`src/rtl/lane_cfg_regs.vh`:
```
// Register offsets, field positions, reset values and widths of the lane config bank
// Overview of operation
// [RULE_01] Read-only bit reports dense packing active
// [RULE_02] Read-only five-bit control words per frame
// [RULE_03] Lane 0 checksum: parameter sum, reset 0xC3
// [RULE_04] Lane 1 checksum: parameter sum, reset 0xC4
// [RULE_05] Power-down bit 0 forces lane 0 off
// [RULE_06] Power-down bit 2 forces lane 1 off
// [RULE_07] Lane 0 takes selected logical lane, default 0
// [RULE_08] Lane 1 takes selected logical lane, default 1
// [RULE_09] Per-lane three-bit swing code, reset code 1
// [RULE_10] Software keeps reserved bits at reset values
// [RULE_11] Checksums follow every contributing parameter change
`ifndef LANE_CFG_REGS_VH
`define LANE_CFG_REGS_VH

`define ADDR_W 16
`define DATA_W 8
`define LANE_W 8

`define OFS_LINK_FORMAT_READBACK 16'h0592
`define OFS_LANE0_LINK_CHECKSUM 16'h05A0
`define OFS_LANE1_LINK_CHECKSUM 16'h05A1
`define OFS_LANE_POWER_DOWN 16'h05B0
`define OFS_LANE0_LOGICAL_SELECT 16'h05B2
`define OFS_LANE1_LOGICAL_SELECT 16'h05B3
`define OFS_LANE0_DRIVE_SWING 16'h05C0
`define OFS_LANE1_DRIVE_SWING 16'h05C1

`define POS_DENSE_PACKING 7
`define POS_CWPF_HI 4
`define POS_PD_LANE0 0
`define POS_PD_LANE1 2
`define POS_SEL_HI 2
`define POS_SEL_RSV_HI 6
`define POS_SEL_RSV_LO 4
`define POS_SWING_HI 2

`define RST_LANE0_CHECKSUM 8'hC3
`define RST_LANE1_CHECKSUM 8'hC4
`define RST_LANE_POWER_DOWN 8'hFA
`define RST_LANE0_SEL 3'h0
`define RST_LANE1_SEL 3'h1
`define RST_LANE0_SEL_RSV 3'h0
`define RST_LANE1_SEL_RSV 3'h1
`define RST_SWING 3'h1
`define UNMAPPED_READ 8'h00

`endif

```
`src/rtl/serial_link_lane_config_regs.v`:
```
// Serial link lane configuration register bank with lane crossbar and checksums
//
// Decided for this implementation: the strobed register port.
`include "lane_cfg_regs.vh"

module serial_link_lane_config_regs (
  input wire CLK,
  input wire RESET_N,
  input wire [`ADDR_W-1:0] ADDR,
  input wire [`DATA_W-1:0] WDATA,
  input wire WR,
  input wire RD,
  output reg [`DATA_W-1:0] RDATA,
  input wire DENSE_PACKING_FLAG,
  input wire [4:0] CONTROL_WORDS_PER_FRAME,
  input wire [7:0] LINK_PARAM_SUM,
  input wire [`LANE_W-1:0] LOGICAL_LANE0_DATA,
  input wire [`LANE_W-1:0] LOGICAL_LANE1_DATA,
  input wire [`LANE_W-1:0] LOGICAL_LANE2_DATA,
  input wire [`LANE_W-1:0] LOGICAL_LANE3_DATA,
  output reg [`LANE_W-1:0] SERIAL_OUTPUT_LANE_ZERO_DATA,
  output reg [`LANE_W-1:0] SERIAL_OUTPUT_LANE_ONE_DATA,
  output wire SERIAL_OUTPUT_LANE_ZERO_PWRDN,
  output wire SERIAL_OUTPUT_LANE_ONE_PWRDN,
  output wire [2:0] SERIAL_OUTPUT_LANE_ZERO_SWING,
  output wire [2:0] SERIAL_OUTPUT_LANE_ONE_SWING
);

  // Address decode for the write strobes; the read mux decodes ADDR in its own case
  function hit;
    input [`ADDR_W-1:0] a;
    input [`ADDR_W-1:0] ofs;
    begin
      hit = (a == ofs);
    end
  endfunction

  // Crossbar pick; codes 4 to 7 are undefined and send an idle zero word
  function [`LANE_W-1:0] lane_pick;
    input [2:0] sel;
    input [`LANE_W-1:0] d0;
    input [`LANE_W-1:0] d1;
    input [`LANE_W-1:0] d2;
    input [`LANE_W-1:0] d3;
    begin
      case (sel)
        3'h0: begin
          lane_pick = d0;
        end
        3'h1: begin
          lane_pick = d1;
        end
        3'h2: begin
          lane_pick = d2;
        end
        3'h3: begin
          lane_pick = d3;
        end
        default: begin
          lane_pick = {`LANE_W{1'b0}};
        end
      endcase
    end
  endfunction

  // Forced-down lane sends zeros so the receiver never sees a stale word
  function [`LANE_W-1:0] lane_gate;
    input [`LANE_W-1:0] d;
    input down;
    begin
      if (down) begin
        lane_gate = {`LANE_W{1'b0}};
      end else begin
        lane_gate = d;
      end
    end
  endfunction

  // Assignment readback; bits 7 and 3 always read zero
  function [`DATA_W-1:0] sel_word;
    input [2:0] rsv;
    input [2:0] sel;
    begin
      sel_word = {1'b0, rsv, 1'b0, sel};
    end
  endfunction

  // Swing readback; bits 7 to 3 read zero
  function [`DATA_W-1:0] swing_word;
    input [2:0] code;
    begin
      swing_word = {5'h00, code};
    end
  endfunction

  // Writable state
  reg [7:0] power_down_r;
  reg [7:0] power_down_nxt;
  reg [2:0] lane0_sel_r;
  reg [2:0] lane0_sel_nxt;
  reg [2:0] lane0_sel_rsv_r;
  reg [2:0] lane0_sel_rsv_nxt;
  reg [2:0] lane1_sel_r;
  reg [2:0] lane1_sel_nxt;
  reg [2:0] lane1_sel_rsv_r;
  reg [2:0] lane1_sel_rsv_nxt;
  reg [2:0] lane0_swing_r;
  reg [2:0] lane0_swing_nxt;
  reg [2:0] lane1_swing_r;
  reg [2:0] lane1_swing_nxt;

  // Readback and datapath
  reg [`DATA_W-1:0] rdata_nxt;
  reg [`LANE_W-1:0] lane0_data_nxt;
  reg [`LANE_W-1:0] lane1_data_nxt;
  wire [7:0] lane0_checksum;
  wire [7:0] lane1_checksum;
  wire [7:0] format_readback;

  wire wr_power_down;
  wire wr_lane0_sel;
  wire wr_lane1_sel;
  wire wr_lane0_swing;
  wire wr_lane1_swing;

  assign wr_power_down = WR && hit(ADDR, `OFS_LANE_POWER_DOWN);
  assign wr_lane0_sel = WR && hit(ADDR, `OFS_LANE0_LOGICAL_SELECT);
  assign wr_lane1_sel = WR && hit(ADDR, `OFS_LANE1_LOGICAL_SELECT);
  assign wr_lane0_swing = WR && hit(ADDR, `OFS_LANE0_DRIVE_SWING);
  assign wr_lane1_swing = WR && hit(ADDR, `OFS_LANE1_DRIVE_SWING);

  // Format readback tracks the link core live; bits 6:5 read zero
  assign format_readback = {DENSE_PACKING_FLAG, 2'b00, CONTROL_WORDS_PER_FRAME}; // RULE_01 RULE_02

  // Power-down register keeps all eight bits, reserved ones included
  always @* begin
    power_down_nxt = power_down_r;
    if (wr_power_down) begin
      power_down_nxt = WDATA;
    end
  end

  always @(posedge CLK) begin
    if (!RESET_N) begin
      power_down_r <= `RST_LANE_POWER_DOWN;
    end else begin
      power_down_r <= power_down_nxt;
    end
  end

  assign SERIAL_OUTPUT_LANE_ZERO_PWRDN = power_down_r[`POS_PD_LANE0]; // RULE_05
  assign SERIAL_OUTPUT_LANE_ONE_PWRDN = power_down_r[`POS_PD_LANE1]; // RULE_06

  // Lane 0 assignment; bits 7 and 3 are read-only zero
  always @* begin
    lane0_sel_nxt = lane0_sel_r;
    if (wr_lane0_sel) begin
      lane0_sel_nxt = WDATA[`POS_SEL_HI:0];
    end
  end

  always @(posedge CLK) begin
    if (!RESET_N) begin
      lane0_sel_r <= `RST_LANE0_SEL; // RULE_07
    end else begin
      lane0_sel_r <= lane0_sel_nxt;
    end
  end

  // Reserved field is stored so software reads back what it wrote
  always @* begin
    lane0_sel_rsv_nxt = lane0_sel_rsv_r;
    if (wr_lane0_sel) begin
      lane0_sel_rsv_nxt = WDATA[`POS_SEL_RSV_HI:`POS_SEL_RSV_LO];
    end
  end

  always @(posedge CLK) begin
    if (!RESET_N) begin
      lane0_sel_rsv_r <= `RST_LANE0_SEL_RSV;
    end else begin
      lane0_sel_rsv_r <= lane0_sel_rsv_nxt;
    end
  end

  // Lane 1 assignment
  always @* begin
    lane1_sel_nxt = lane1_sel_r;
    if (wr_lane1_sel) begin
      lane1_sel_nxt = WDATA[`POS_SEL_HI:0];
    end
  end

  always @(posedge CLK) begin
    if (!RESET_N) begin
      lane1_sel_r <= `RST_LANE1_SEL; // RULE_08
    end else begin
      lane1_sel_r <= lane1_sel_nxt;
    end
  end

  // Lane 1 reserved field; its reset value differs from lane 0
  always @* begin
    lane1_sel_rsv_nxt = lane1_sel_rsv_r;
    if (wr_lane1_sel) begin
      lane1_sel_rsv_nxt = WDATA[`POS_SEL_RSV_HI:`POS_SEL_RSV_LO];
    end
  end

  always @(posedge CLK) begin
    if (!RESET_N) begin
      lane1_sel_rsv_r <= `RST_LANE1_SEL_RSV;
    end else begin
      lane1_sel_rsv_r <= lane1_sel_rsv_nxt;
    end
  end

  // Swing codes; only the low three bits are stored
  always @* begin
    lane0_swing_nxt = lane0_swing_r;
    if (wr_lane0_swing) begin
      lane0_swing_nxt = WDATA[`POS_SWING_HI:0];
    end
  end

  always @(posedge CLK) begin
    if (!RESET_N) begin
      lane0_swing_r <= `RST_SWING; // RULE_09
    end else begin
      lane0_swing_r <= lane0_swing_nxt;
    end
  end

  // Lane 1 swing, independent of lane 0
  always @* begin
    lane1_swing_nxt = lane1_swing_r;
    if (wr_lane1_swing) begin
      lane1_swing_nxt = WDATA[`POS_SWING_HI:0];
    end
  end

  always @(posedge CLK) begin
    if (!RESET_N) begin
      lane1_swing_r <= `RST_SWING; // RULE_09
    end else begin
      lane1_swing_r <= lane1_swing_nxt;
    end
  end

  assign SERIAL_OUTPUT_LANE_ZERO_SWING = lane0_swing_r; // RULE_09
  assign SERIAL_OUTPUT_LANE_ONE_SWING = lane1_swing_r; // RULE_09

  // Lane identity in each checksum is the logical lane now carried
  lane_checksum #(
    .RESET_VALUE(`RST_LANE0_CHECKSUM)
  ) u_lane0_checksum (
    .CLK(CLK),
    .RESET_N(RESET_N),
    .param_sum(LINK_PARAM_SUM),
    .dense_packing_flag(DENSE_PACKING_FLAG),
    .control_words_per_frame(CONTROL_WORDS_PER_FRAME),
    .lane_id(lane0_sel_r),
    .checksum_r(lane0_checksum)
  ); // RULE_03 RULE_11

  lane_checksum #(
    .RESET_VALUE(`RST_LANE1_CHECKSUM)
  ) u_lane1_checksum (
    .CLK(CLK),
    .RESET_N(RESET_N),
    .param_sum(LINK_PARAM_SUM),
    .dense_packing_flag(DENSE_PACKING_FLAG),
    .control_words_per_frame(CONTROL_WORDS_PER_FRAME),
    .lane_id(lane1_sel_r),
    .checksum_r(lane1_checksum)
  ); // RULE_04 RULE_11

  // Crossbar; a powered-down lane sends zeros so it holds no stale word
  always @* begin
    lane0_data_nxt = lane_pick(lane0_sel_r, LOGICAL_LANE0_DATA, LOGICAL_LANE1_DATA,
                               LOGICAL_LANE2_DATA, LOGICAL_LANE3_DATA); // RULE_07
    lane0_data_nxt = lane_gate(lane0_data_nxt, power_down_r[`POS_PD_LANE0]); // RULE_05
  end

  always @(posedge CLK) begin
    if (!RESET_N) begin
      SERIAL_OUTPUT_LANE_ZERO_DATA <= {`LANE_W{1'b0}};
    end else begin
      SERIAL_OUTPUT_LANE_ZERO_DATA <= lane0_data_nxt;
    end
  end

  // Lane 1 crossbar and gate
  always @* begin
    lane1_data_nxt = lane_pick(lane1_sel_r, LOGICAL_LANE0_DATA, LOGICAL_LANE1_DATA,
                               LOGICAL_LANE2_DATA, LOGICAL_LANE3_DATA); // RULE_08
    lane1_data_nxt = lane_gate(lane1_data_nxt, power_down_r[`POS_PD_LANE1]); // RULE_06
  end

  always @(posedge CLK) begin
    if (!RESET_N) begin
      SERIAL_OUTPUT_LANE_ONE_DATA <= {`LANE_W{1'b0}};
    end else begin
      SERIAL_OUTPUT_LANE_ONE_DATA <= lane1_data_nxt;
    end
  end

  // Read mux; idle and unmapped cycles return zero
  always @* begin
    rdata_nxt = `UNMAPPED_READ;
    if (RD) begin
      case (ADDR)
        `OFS_LINK_FORMAT_READBACK: begin
          rdata_nxt = format_readback; // RULE_01 RULE_02
        end
        `OFS_LANE0_LINK_CHECKSUM: begin
          rdata_nxt = lane0_checksum; // RULE_03
        end
        `OFS_LANE1_LINK_CHECKSUM: begin
          rdata_nxt = lane1_checksum; // RULE_04
        end
        `OFS_LANE_POWER_DOWN: begin
          rdata_nxt = power_down_r;
        end
        `OFS_LANE0_LOGICAL_SELECT: begin
          rdata_nxt = sel_word(lane0_sel_rsv_r, lane0_sel_r);
        end
        `OFS_LANE1_LOGICAL_SELECT: begin
          rdata_nxt = sel_word(lane1_sel_rsv_r, lane1_sel_r);
        end
        `OFS_LANE0_DRIVE_SWING: begin
          rdata_nxt = swing_word(lane0_swing_r);
        end
        `OFS_LANE1_DRIVE_SWING: begin
          rdata_nxt = swing_word(lane1_swing_r);
        end
        default: begin
          rdata_nxt = `UNMAPPED_READ;
        end
      endcase
    end
  end

  always @(posedge CLK) begin
    if (!RESET_N) begin
      RDATA <= `UNMAPPED_READ;
    end else begin
      RDATA <= rdata_nxt;
    end
  end

endmodule // serial_link_lane_config_regs

```
`src/rtl/lane_checksum.v`:
```
// One lane's link checksum, kept modulo 256 and refreshed every cycle
`include "lane_cfg_regs.vh"

module lane_checksum #(
  parameter [7:0] RESET_VALUE = 8'h00
) (
  input wire CLK,
  input wire RESET_N,
  input wire [7:0] param_sum,
  input wire dense_packing_flag,
  input wire [4:0] control_words_per_frame,
  input wire [2:0] lane_id,
  output reg [7:0] checksum_r
);

  // Eight-bit wrap is the modulo 256 of the sum
  function [7:0] add_mod256;
    input [7:0] a;
    input [7:0] b;
    reg [8:0] s;
    begin
      s = {1'b0, a} + {1'b0, b};
      add_mod256 = s[7:0];
    end
  endfunction

  reg [7:0] checksum_nxt;

  // Recomputed every cycle, so any parameter change shows one cycle later
  always @* begin
    checksum_nxt = add_mod256(param_sum, {7'h00, dense_packing_flag});
    checksum_nxt = add_mod256(checksum_nxt, {3'h0, control_words_per_frame});
    checksum_nxt = add_mod256(checksum_nxt, {5'h00, lane_id}); // RULE_11
  end

  always @(posedge CLK) begin
    if (!RESET_N) begin
      checksum_r <= RESET_VALUE;
    end else begin
      checksum_r <= checksum_nxt;
    end
  end

endmodule // lane_checksum

```
`config.mk`:
```
export PLATFORM = sky130hd
export DESIGN_NAME = serial_link_lane_config_regs
export DESIGN_NICKNAME = d
export VERILOG_FILES = /design/src/rtl/serial_link_lane_config_regs.v /design/src/rtl/lane_checksum.v
export VERILOG_INCLUDE_DIRS = /design/src /design/src/rtl
export SDC_FILE = /design/constraint.sdc
export NUM_CORES = 1
export LEC_CHECK = 0
export BUFFER_PORTS_ARGS = -buffer_cell sky130_fd_sc_hd__buf_2
export CORE_ASPECT_RATIO = 1.4
export CORE_MARGIN = 2
export CORE_UTILIZATION = 58
export CTS_BUF_LIST = sky130_fd_sc_hd__clkbuf_4 sky130_fd_sc_hd__clkbuf_8
export DETAILED_ROUTE_END_ITERATION = 7
export HOLD_SLACK_MARGIN = 0.05
export PLACE_DENSITY = 0.86
export SLEW_MARGIN = 20
export SYNTH_ARGS = -nofsm -noshare
export SYNTH_HDL_FRONTEND = slang
export SYNTH_SLANG_ARGS = --single-unit
```
`constraint.sdc`:
```
create_clock -name CLK -period 4.85 [get_ports CLK]
set_input_delay 0.97 -clock CLK [delete_from_list [all_inputs] [get_ports CLK]]
set_output_delay 0.97 -clock CLK [all_outputs]
set_load 0.02 [all_outputs]
```
After elaboration in Yosys (flattened, before gate mapping)
Index checks and enable logic that the tools add are counted.

storage, ports and cells
  input port bits = 74
  memories kept = 0
  RAM bits = 0
  output and inout port bits = 32
  bits in latches = 0
  word-level logic and storage cells = 44
  memory bits (read-only) = 0
  flip-flop bits (word level) = 66

operators by class
  bitwise gates (word level) = 1
  equal/unequal tests = 14
  add/sub/neg operators = 4
  mux-type cells = 3
  divide/modulo/power cells = 0
  magnitude comparators = 0
  multipliers = 0
  shift operators = 0
  reductions and logical operators = 10

operators by type and width
  cell                    count
  $eq A16 B11 Y1 const B  8
  $pmux W8 S4             2
  $pmux W8 S8             1
  $add A8 B3 Y8           2
  $eq A3 B2 Y1 const B    4
  $add A8 B1 Y8           1
  $add A8 B5 Y8           1
  $eq A3 B1 Y1 const B    2
  $logic_not A3 Y1        2
  $logic_and A1 B1 Y1     5
  $reduce_or A2 Y1        2
  $reduce_and A2 Y1       1
  $not A1 Y1              1

Logic depth before layout (Yosys ltp)
Gate-level depths: netlist of the first run.

  depth after elaboration = 3
  gate-level depth with buffers = 10
  gate-level depth less buffers = 10

Hierarchy
A second synthesis of the first run with hierarchy kept.

second synthesis, totals
  cell total of the unflattened synthesis = 385
  area total of the unflattened synthesis = 3,822.4 sq um

by module, submodules not included
  module                             area each (sq um)  times used  cells each
  serial_link_lane_config_regs       2,638.8            1           266
  lane_checksum at u_lane0_checksum  598.1              1           60
  lane_checksum at u_lane1_checksum  585.6              1           59

Least setup slack after synthesis of the first run
Ideal clock, no wire load.

  path type = in2reg
  start point = in DENSE_PACKING_FLAG
  end point = reg u_lane1_checksum.checksum_r[5]
  arrival = 2,931 ps
  path buffers = 0
  slack = 1,804 ps
  stages = 10
  library setup time = 115 ps
  required time = 4,735 ps
  path through = fa_1 inv_1 fa_1 inv_1 ha_1 a21o_1 a21o_1 nand4_1 xor2_1 and2_1

between the ends
  longest elaborated chain between the ends = 3

RTL lines
  item                    line                               source
  start: declaration      serial_link_lane_config_regs.v:14  input wire DENSE_PACKING_FLAG,
  $add A8 B1 Y8           lane_checksum.v:22                 s = {1'b0, a} + {1'b0, b};
  $add A8 B5 Y8           lane_checksum.v:22
  $add A8 B3 Y8           lane_checksum.v:22
  end signal: assignment  lane_checksum.v:40                 checksum_r <= checksum_nxt;
  end: declaration        lane_checksum.v:13                 output reg [7:0] checksum_r

Every way passes these cells.
A chain may end at the register's enable or synchronous reset.

Worst setup path in the final report of the first run
Same ends and word-level chain as after synthesis.

==> flow_summary.json, run 1 <==
{
  "switching_share": 0.244,
  "period_minus_slack_ns": 3.01,
  "die_h_um": 97.0,
  "postCtsSetupRepairBufs": 0,
  "slew_headroom": 0.431,
  "critPathMaxFanout": 4,
  "power.internal_w": 0.00100,
  "hpwl_um": 7520,
  "avgViaCountPerCell": 6.06,
  "power_density_nw_per_um2": 304,
  "worst_path_max_delay_cell": "fa_1",
  "drtIter0Drc": 239,
  "rsz0062_at_grt": "false",
  "fp-row-count": 33,
  "core_area_um2": 5900,
  "n_fill_cell": 462,
  "die-area_um2": 6830,
  "yosys.area.top_type": "dfxtp_1",
  "async_reset_ff_frac": 0,
  "cts.repair.resized": 0,
  "p_seq_frac": 0.431,
  "antenna_found_initial": 0,
  "crit_end": "u_lane1_checksum.checksum_r[5]",
  "regToRegStartpoint": "lane0_sel_r[0]",
  "grt_use_total": 0.302,
  "worstSetupPathType": "in -> reg",
  "first_pass_iters": 5,
  "portBuffers": 105,
  "leakage_nw": 1.97,
  "status": "finished clean",
  "cts_buffer_depth": 2,
  "cts.clk_slew.worst_paths_ns": 0.07,
  "clock_latency_ns": 0.35,
  "reg2reg_depth": 7,
  "grt_pass1_wl_um": 16200,
  "hp-class": "reg -> reg",
  "cp_top_family": "adder cells",
  "p_sw_w": 0.000325,
  "first_global_vias": 3271,
  "routed_wl_um": 9960,
  "critPathLaunchType": "input pin",
  "synth_cell_type_count": 51,
  "synthCells": 381,
  "netlist_area_um2": 3580,
  "die_w_um": 70.4,
  "synth_edf_count": 0,
  "diodes": 0,
  "drc": 0,
  "worstMarginPinSlew_ns": 0.851,
  "gp_congestion": 0.946,
  "power_frac_clock": 0.424,
  "nets": 569,
  "cp.required_ns": 5.09,
  "syn_to_final_growth_pct": 22.2,
  "final-setup-viol-count": 0,
  "grt_max_degree": 46,
  "finalHoldViolCount": 0,
  "startpoint": "DENSE_PACKING_FLAG",
  "synth_flop_cell": "dfxtp_1",
  "vias": 3366,
  "cts_tree": "yes",
  "start_util": 0.607,
  "cp_num_buf_inv": 3,
  "end_kind": "register",
  "synth_top_area_share": 0.369,
  "path_cells": "buf_2 -> fa_1 -> inv_1 -> fa_1 -> inv_1 -> ha_1 -> a21o_1 -> a21o_1 -> nand4_1 -> xor2_1 -> and2_1",
  "max_stage_delay_ns": 0.44,
  "wl_per_cell_um": 17.9,
  "fin_crit_sh": 0.620,
  "cts-root-buf": "clkbuf_8",
  "finalNonFillerCells": 555,
  "tns_ns": 0,
  "numCtsBuffers": 9,
  "r2r-end": "u_lane0_checksum.checksum_r[4]",
  "ant_nets": 0,
  "rrSetupSlack_ns": 2.99,
  "syn_nets": 469,
  "htreeDepth": 3,
  "yosysWarnings": 0,
  "avgSynthCellArea_um2": 9.40,
  "boundaryPins": 106,
  "synth.most_common_cell": "dfxtp_1",
  "ys_top_cells_by_count": "66 x dfxtp_1, 39 x mux2i_1, 39 x nand2_1, 27 x and2_1, 23 x nand3_1",
  "synth_area_leaders": "dfxtp_1 37%, mux2i_1 11%, and2_1 4.7%, nand2_1 4.1%, ha_1 3.5%",
  "max_cap_viol_count": 0,
  "ys_seq_area_frac": 0.369,
  "finClkSkew_ns": 0.0101,
  "ys_ff_latch": 66,
  "layout-drive-gt1-share": 0.297,
  "ir_drop_uv": 192,
  "clock.fmax_mhz": 333,
  "power_frac_comb": 0.145,
  "cp.depth": 11,
  "cts-hold-fix-buffers": 0,
  "finalMaxSlewViolations": 0,
  "clkSinkCount": 66,
  "dp.cells": 540,
  "grt_overflow": 0,
  "cp.arrival_ns": 3.25
}
==> power groups by stage <==
stage / logic [W] / clock network (W) / registers [W]
floorplan: 0.000110 / 0 / 0.000592
global placement: 0.000184 / 0 / 0.000584
detailed placement: 0.000192 / 0 / 0.000585
CTS: 0.000193 / 0.000566 / 0.000573
global route: 0.000211 / 0.000592 / 0.000575
finish: 0.000193 / 0.000563 / 0.000573
==> through the flow <==
step	utilization	total power, W	area (µm²)	hold WS [ns]	setup slack (ns)
global route	0.741	0.00138	4380	0.503	1.70
finish	0.741	0.00133	4380	0.468	1.84
global placement	0.701	0.000768	4140	0.450	1.55
CTS	0.741	0.00133	4380	0.468	1.86
floorplan	-	0.000702	3580	0.440	1.80
detailed placement	0.701	0.000777	4140	0.457	1.51
==> placed cells by master, fill, tap and decap left out, types with 3 or more instances in the layout <==
cell	n
nand2_1	39
mux2i_1	39
a31oi_1	4
nor3_1	7
bufinv_16	3
fa_1	4
nand3_1	23
xnor2_1	4
mux2_2	5
dfxtp_1	66
nor4_4	3
buf_4	4
and2_1	27
buf_2	105
a21boi_0	12
or2_2	3
a22oi_1	15
xor2_1	5
and3_1	3
nor2_1	10
nor2b_1	6
clkbuf_8	10
o21ai_0	6
ha_1	10
a21oi_1	8
inv_1	5
a21o_1	6
o22ai_1	15
nand2b_1	6
==> worst min-delay path by stage <==
stage | start | endpoint | depth (start not counted)
2_1_floorplan | power_down_r[4] | power_down_r[4] | 2
3_3_place_gp | power_down_r[4] | power_down_r[4] | 2
3_5_place_dp | lane1_sel_rsv_r[0] | lane1_sel_rsv_r[0] | 2
4_1_cts | lane1_sel_rsv_r[2] | lane1_sel_rsv_r[2] | 2
5_1_grt | power_down_r[6] | power_down_r[6] | 2
6_report | lane1_sel_rsv_r[2] | lane1_sel_rsv_r[2] | 2
==> layer usage <==
metal,wire length [µm],track usage,vias up
met5,0,0,-
met2,5340,0.544,165
met3,685,0.0604,24
met1,3650,0.330,1590
met4,288,0.145,0
li1,-,-,1587
==> worst min-delay path, delay by kind of cell, from the launching register on <==
family	cells	cell delay [ns]
AND/OR/NAND/NOR	1	0.05
AO/OA/AOI/OAI	1	0.06
flip-flops	1	0.31
==> flip-flops by register name, indices dropped and copies added, names as in the netlist, 8 cells and up <==
register,cells
RDATA,8
SERIAL_OUTPUT_LANE_ONE_DATA,8
SERIAL_OUTPUT_LANE_ZERO_DATA,8
power_down_r,8
u_lane0_checksum.checksum_r,8
u_lane1_checksum.checksum_r,8
==> final cells by class <==
class                      instances  area (µm²)  area share
sequential                        66        1320       0.302
multi-input combinational        290        2150       0.492
clock inverter                     5         103      0.0234
clock buffer                      10         138      0.0314
timing repair buffer             109         556       0.127
inverter                           5        18.8     0.00429
tap                               70        87.6      0.0200
==> cells by family (layout without fill, tap and decap cells) <==
kind of cell,Yosys count,in the layout,share of synthesized area
buffers and inverters,25,129,0.0300
adders and majority gates,14,14,0.0573
muxes,46,46,0.137
DFF,66,66,0.369
AOI/OAI and AO/OA,77,77,0.150
and+or+nand+nor,143,143,0.230
xor gates and xnor gates,10,10,0.0265
(Power assumes the default switching activity.)
==> run 2, diff against run 1 <==
CORE_UTILIZATION = 48   (was 58)
PLACE_DENSITY = 0.76   (was 0.86)
clock period = 2.4 ns   (was 4.85 ns; I/O delays follow)
==> run 2 against run 1 <==
  * Critical path depth unchanged
  * Combinational power up 120%
  * First-iteration DRC count is 29% lower
  * Sequential power rose by 100%
  * Total power is 80% higher
  * Worst setup slack got worse by 1.8 ns
  * Global-route usage decreased by 5.8 points
  * Critical endpoint is now u_lane0_checksum.checksum_r[5]
  * Largest cell class unchanged
==> flow_summary.json, run 2 (synthesis results as in run 1) <==
{
  "final_core_util": 0.616,
  "boundaryPins": 106,
  "grt_pass1_wl_um": 15600,
  "critPathLaunchType": "input pin",
  "nets": 586,
  "routed_wl_um": 9810,
  "start_util": 0.490,
  "finalHoldViolCount": 0,
  "top_layer": "met4",
  "final-setup-viol-count": 0,
  "holdPathEnd": "power_down_r[3]",
  "finalInstanceArea_um2": 4510,
  "rrSetupSlack_ns": 0.74,
  "first_global_vias": 3258,
  "cp_top_family": "adder cells",
  "numCtsBuffers": 9,
  "drc": 0,
  "post-place-ws_ns": -0.277,
  "cp.required_ns": 2.65,
  "end_kind": "register",
  "finalMaxSlewViolations": 0,
  "diodes": 0,
  "avgViaCountPerCell": 5.60,
  "p_seq_frac": 0.484,
  "hpwl_um": 7750,
  "layout_commonest_cell": "buf_2",
  "placed_cell_area_um2": 4330,
  "hp-class": "in -> reg",
  "fin_crit_sh": 0.961,
  "cp_num_buf_inv": 3,
  "r2r-end": "u_lane0_checksum.checksum_r[5]",
  "antenna_found_initial": 0,
  "ant_nets": 0,
  "htreeDepth": 3,
  "power_frac_clock": 0.338,
  "die_h_um": 106,
  "path_cells": "buf_2 -> fa_2 -> inv_2 -> fa_1 -> inv_4 -> ha_4 -> a21o_1 -> a21o_1 -> nand4_1 -> xor2_1 -> and2_1",
  "min_delay_path_depth": 3,
  "p_sw_w": 0.000652,
  "max_cap_viol_count": 0,
  "whs_ns": 0.353,
  "period_minus_slack_ns": 2.31,
  "drtIter0Drc": 170,
  "die-area_um2": 8180,
  "crit_top_cell": "a21o_1",
  "vias": 3352,
  "reg2reg_depth": 6,
  "clock_latency_ns": 0.35,
  "core_area_um2": 7310,
  "grt_use_total": 0.244,
  "cts-root-buf": "clkbuf_8",
  "cts-hold-fix-buffers": 0,
  "max_stage_delay_ns": 0.45,
  "n_fill_cell": 660,
  "power_frac_comb": 0.178,
  "power_density_nw_per_um2": 530,
  "worstMarginPinSlew_ns": 0.702,
  "regToRegStartpoint": "lane0_sel_r[1]",
  "rsz0062_at_grt": "false",
  "first_pass_iters": 5,
  "worstSetupPathType": "in -> reg",
  "cts.repair.resized": 0,
  "startpoint": "LINK_PARAM_SUM[0]",
  "met3_wirelength_um": 622,
  "cts_buffer_depth": 2,
  "worst_path_max_delay_cell": "fa_1",
  "power.internal_w": 0.00174,
  "portBuffers": 105,
  "syn_to_final_growth_pct": 25.8,
  "switching_share": 0.273,
  "fin_ws_ns": 0.0936,
  "wl_met1_um": 3780,
  "gp_congestion": 0.858,
  "cts_tree": "yes",
  "grt_overflow": 0,
  "clkSinkCount": 66,
  "ir_drop_uv": 387,
  "fp-row-count": 37,
  "status": "finished clean",
  "die_w_um": 77.0,
  "clock.fmax_mhz": 434,
  "cp.arrival_ns": 2.55,
  "slew_headroom": 0.531,
  "wl_per_cell_um": 16.4,
  "min_from": "WDATA[3]",
  "critPathMaxFanout": 4,
  "grt_max_degree": 25,
  "cts.clk_slew.worst_paths_ns": 0.07,
  "final_cell_mix": "105 x buf_2, 66 x dfxtp_1, 39 x nand2_1, 39 x mux2i_1, 27 x and2_1",
  "leakage_nw": 2.02,
  "layout-drive-gt1-share": 0.335,
  "met2WireLength_um": 5070,
  "finClkSkew_ns": 0.00820,
  "postCtsSetupRepairBufs": 0
}
## run 2: cell type report
| cell class | count | area [µm²] | area share |
|---|---|---|---|
| tap | 97 | 121 | 0.0269 |
| inverter | 5 | 21.3 | 0.00472 |
| timing repair buffer | 126 | 683 | 0.152 |
| sequential | 66 | 1320 | 0.293 |
| clock inverter | 5 | 31.3 | 0.00694 |
| multi-input combinational | 290 | 2190 | 0.486 |
| clock buffer | 10 | 138 | 0.0305 |
## run 2: power by group through the flow
stage	Combinational (W)	Clock, W	Sequential [W]
after floorplan	0.000228	0	0.00120
after global placement	0.000407	0	0.00118
after detailed placement	0.000420	0	0.00118
after CTS	0.000421	0.000819	0.00116
after global routing	0.000471	0.000874	0.00116
final	0.000425	0.000807	0.00116
## run 2: how the worst max path moves through the flow
stage,cells past startpoint,slack [ns],to
detailed placement,11,-0.28,u_lane0_checksum.checksum_r[7]
CTS,11,0.08,u_lane0_checksum.checksum_r[7]
global route,11,0.0006,u_lane0_checksum.checksum_r[5]
global placement,11,-0.24,u_lane0_checksum.checksum_r[5]
floorplan,10,-0.04,u_lane1_checksum.checksum_r[5]
finish,11,0.09,u_lane0_checksum.checksum_r[5]
## run 2: routing by layer
| layer | global-route usage | vias to the layer above |
|---|---|---|
| met3 | 0.0501 | 23 |
| li1 | - | 1617 |
| met4 | 0.116 | 0 |
| met5 | 0 | - |
| met2 | 0.456 | 155 |
| met1 | 0.260 | 1557 |
## run 2: worst min-delay path: cells and delay by family
family / cells / cell delay, ns
and+or+nand+nor: 2 / 0.11
buffers and inverters: 1 / 0.08
## run 2: metrics by stage
| stage | total power (W) | cells | setup TNS, ns |
|---|---|---|---|
| global route | 0.00251 | 599 | 0 |
| finish | 0.00239 | 599 | 0 |
| floorplan | 0.00142 | 381 | -0.155 |
| detailed placement | 0.00160 | 584 | -2.28 |
| global placement | 0.00159 | 584 | -1.91 |
| CTS | 0.00240 | 599 | 0 |
==> run 3, diff against run 2 <==
CORE_UTILIZATION = 49   (was 48)
PLACE_DENSITY = 0.77   (was 0.76)
SYNTH_HIERARCHICAL = 1   (was not set)
==> run 3 against run 2 <==
  * Wire length grew 6.0%
  * Final cell count rose by 2.3%
  * Clock power up 2%
==> flow_summary.json, run 3 <==
{
  "final_cell_mix": "105 x buf_2, 66 x dfxtp_1, 44 x mux2i_1, 27 x nand2_1, 27 x buf_4",
  "status": "finished clean",
  "grt_overflow": 0,
  "first_pass_iters": 6,
  "rsz0062_at_grt": "false",
  "antenna_found_initial": 0,
  "fp-row-count": 38,
  "ys_ff_latch": 66,
  "cp.arrival_ns": 2.46,
  "drtIter0Drc": 158,
  "ant_nets": 0,
  "layout_commonest_cell": "buf_2",
  "cts-root-buf": "clkbuf_8",
  "numCtsBuffers": 9,
  "grt_pass1_wl_um": 16400,
  "nets": 607,
  "portBuffers": 105,
  "finalMaxSlewViolations": 0,
  "worst_path_max_delay_cell": "fa_1",
  "avgSynthCellArea_um2": 9.93,
  "htreeDepth": 3,
  "synth_edf_count": 0,
  "synth_cell_type_count": 64,
  "power_density_nw_per_um2": 509,
  "die-area_um2": 8530,
  "cts-hold-fix-buffers": 0,
  "fin_crit_sh": 0.929,
  "synth_flop_cell": "dfxtp_1",
  "synth_top_area_share": 0.346,
  "diodes": 0,
  "wl_per_cell_um": 17.0,
  "worstSetupPathType": "reg -> reg",
  "die_w_um": 78.6,
  "critPathLaunchType": "register",
  "start_util": 0.499,
  "async_reset_ff_frac": 0,
  "period_minus_slack_ns": 2.23,
  "syn_to_final_growth_pct": 24.3,
  "yosys.area.top_type": "dfxtp_1",
  "cp.required_ns": 2.63,
  "max_stage_delay_ns": 0.48,
  "routed_wl_um": 10400,
  "ys_top_cells_by_count": "66 x dfxtp_1, 44 x mux2i_1, 27 x nand2_1, 18 x and2_1, 16 x ha_1",
  "path_cells": "fa_1 -> ha_1 -> a211oi_2 -> nor3_1 -> o31a_1 -> mux2_4",
  "core_area_um2": 7650,
  "final-setup-viol-count": 0,
  "boundaryPins": 106,
  "cts_tree": "yes",
  "n_fill_cell": 661,
  "clock.fmax_mhz": 449,
  "cts.repair.resized": 0,
  "clock_latency_ns": 0.34,
  "yosysWarnings": 6,
  "end_kind": "register",
  "postCtsSetupRepairBufs": 0,
  "first_global_vias": 3427,
  "vias": 3542,
  "fin_ws_ns": 0.170,
  "finClkSkew_ns": 0.00567,
  "die_h_um": 109,
  "ir_drop_uv": 405,
  "final_core_util": 0.621,
  "finalHoldViolCount": 0,
  "syn_nets": 483,
  "max_cap_viol_count": 0,
  "grt_max_degree": 23,
  "cts.clk_slew.worst_paths_ns": 0.07,
  "clkSinkCount": 66,
  "slew_headroom": 0.666,
  "layout-drive-gt1-share": 0.333,
  "gp_congestion": 0.923,
  "synth_area_leaders": "dfxtp_1 35%, mux2i_1 12%, ha_1 5.2%, fa_1 4.2%, and2_1 2.9%",
  "hpwl_um": 8180,
  "finalPower_w": 0.00242,
  "post-place-ws_ns": -0.108,
  "hp-class": "in -> reg",
  "cts_buffer_depth": 2,
  "synth.most_common_cell": "dfxtp_1",
  "synthCells": 385,
  "leakage_nw": 2.20,
  "netlist_area_um2": 3820,
  "drc": 0,
  "worstMarginPinSlew_ns": 0.497,
  "grt_use_total": 0.251,
  "avgViaCountPerCell": 5.78,
  "critPathMaxFanout": 2,
  "ys_seq_area_frac": 0.346
}
## run 3: cell count changes after synthesis, moves of 8 or more
cell	change
nand2_1	-12
and2_1	-9
o21a_1	+8
a22oi_1	-10
nand3_1	-10
a21boi_0	-12
## run 3: power by group
part | switching (W) | leakage [nW] | internal, W | total (W)
logic | 0.000230 | 1.57 | 0.000203 | 0.000433
registers | 0.0000177 | 0.541 | 0.00115 | 0.00116
clock network | 0.000392 | 0.0954 | 0.000432 | 0.000823
## run 3: kinds of logic (layout without fill, tap and decap cells)
| family | Yosys count | after routing | synth area share |
|---|---|---|---|
| mux | 49 | 49 | 0.138 |
| flops | 66 | 66 | 0.346 |
| fa+ha+maj | 24 | 24 | 0.0943 |
| compound gates | 90 | 90 | 0.182 |
| simple gates | 127 | 127 | 0.204 |
| buf+inv | 29 | 157 | 0.0357 |
## run 3: per-stage QoR
| stage | area [µm²] | TNS (ns) | hold slack (ns) | instances |
|---|---|---|---|---|
| floorplan | 3820 | 0 | 0.432 | 385 |
| finish | 4750 | 0 | 0.362 | 613 |
| CTS | 4750 | 0 | 0.348 | 613 |
| global placement | 4580 | -0.157 | 0.442 | 598 |
| detailed placement | 4580 | -0.375 | 0.455 | 598 |
| global route | 4750 | 0 | 0.358 | 613 |
## run 3: metal layers
metal | track usage | vias to the layer above | part of all wire
met4 | 0.109 | 0 | 0.024
met2 | 0.465 | 129 | 0.53
met5 | 0 | - | 0
met1 | 0.269 | 1696 | 0.39
met3 | 0.0568 | 19 | 0.056
li1 | - | 1698 | -
## run 3: worst paths after layout
path	slack [ns]	to	cells after the start	from
worst max register to register	0.17	u_lane1_checksum/checksum_r[7]	6	lane1_sel_r[1]
worst min register to register	0.46	lane0_sel_rsv_r[2]	2	lane0_sel_rsv_r[2]
worst max-delay path	0.17	u_lane1_checksum/checksum_r[7]	6	lane1_sel_r[1]
worst min-delay path	0.36	power_down_r[3]	3	WDATA[3]
## run 3: final cells by class
cell class | count | area, µm² | area share
clock buffer | 12 | 159 | 0.0334
inverter | 10 | 37.5 | 0.00790
clock inverter | 3 | 15.0 | 0.00316
sequential | 66 | 1320 | 0.278
timing repair buffer | 132 | 728 | 0.153
tap | 100 | 125 | 0.0263
multi-input combinational | 290 | 2360 | 0.498
## run 3: worst max-delay path: cells and delay by family (launching register included)
| kind | cells | cell delay (ns) |
|---|---|---|
| muxes | 1 | 0.29 |
| DFF | 1 | 0.40 |
| adders and majority gates | 2 | 0.82 |
| AOI/OAI and AO/OA | 2 | 0.50 |
| and+or+nand+nor | 1 | 0.10 |
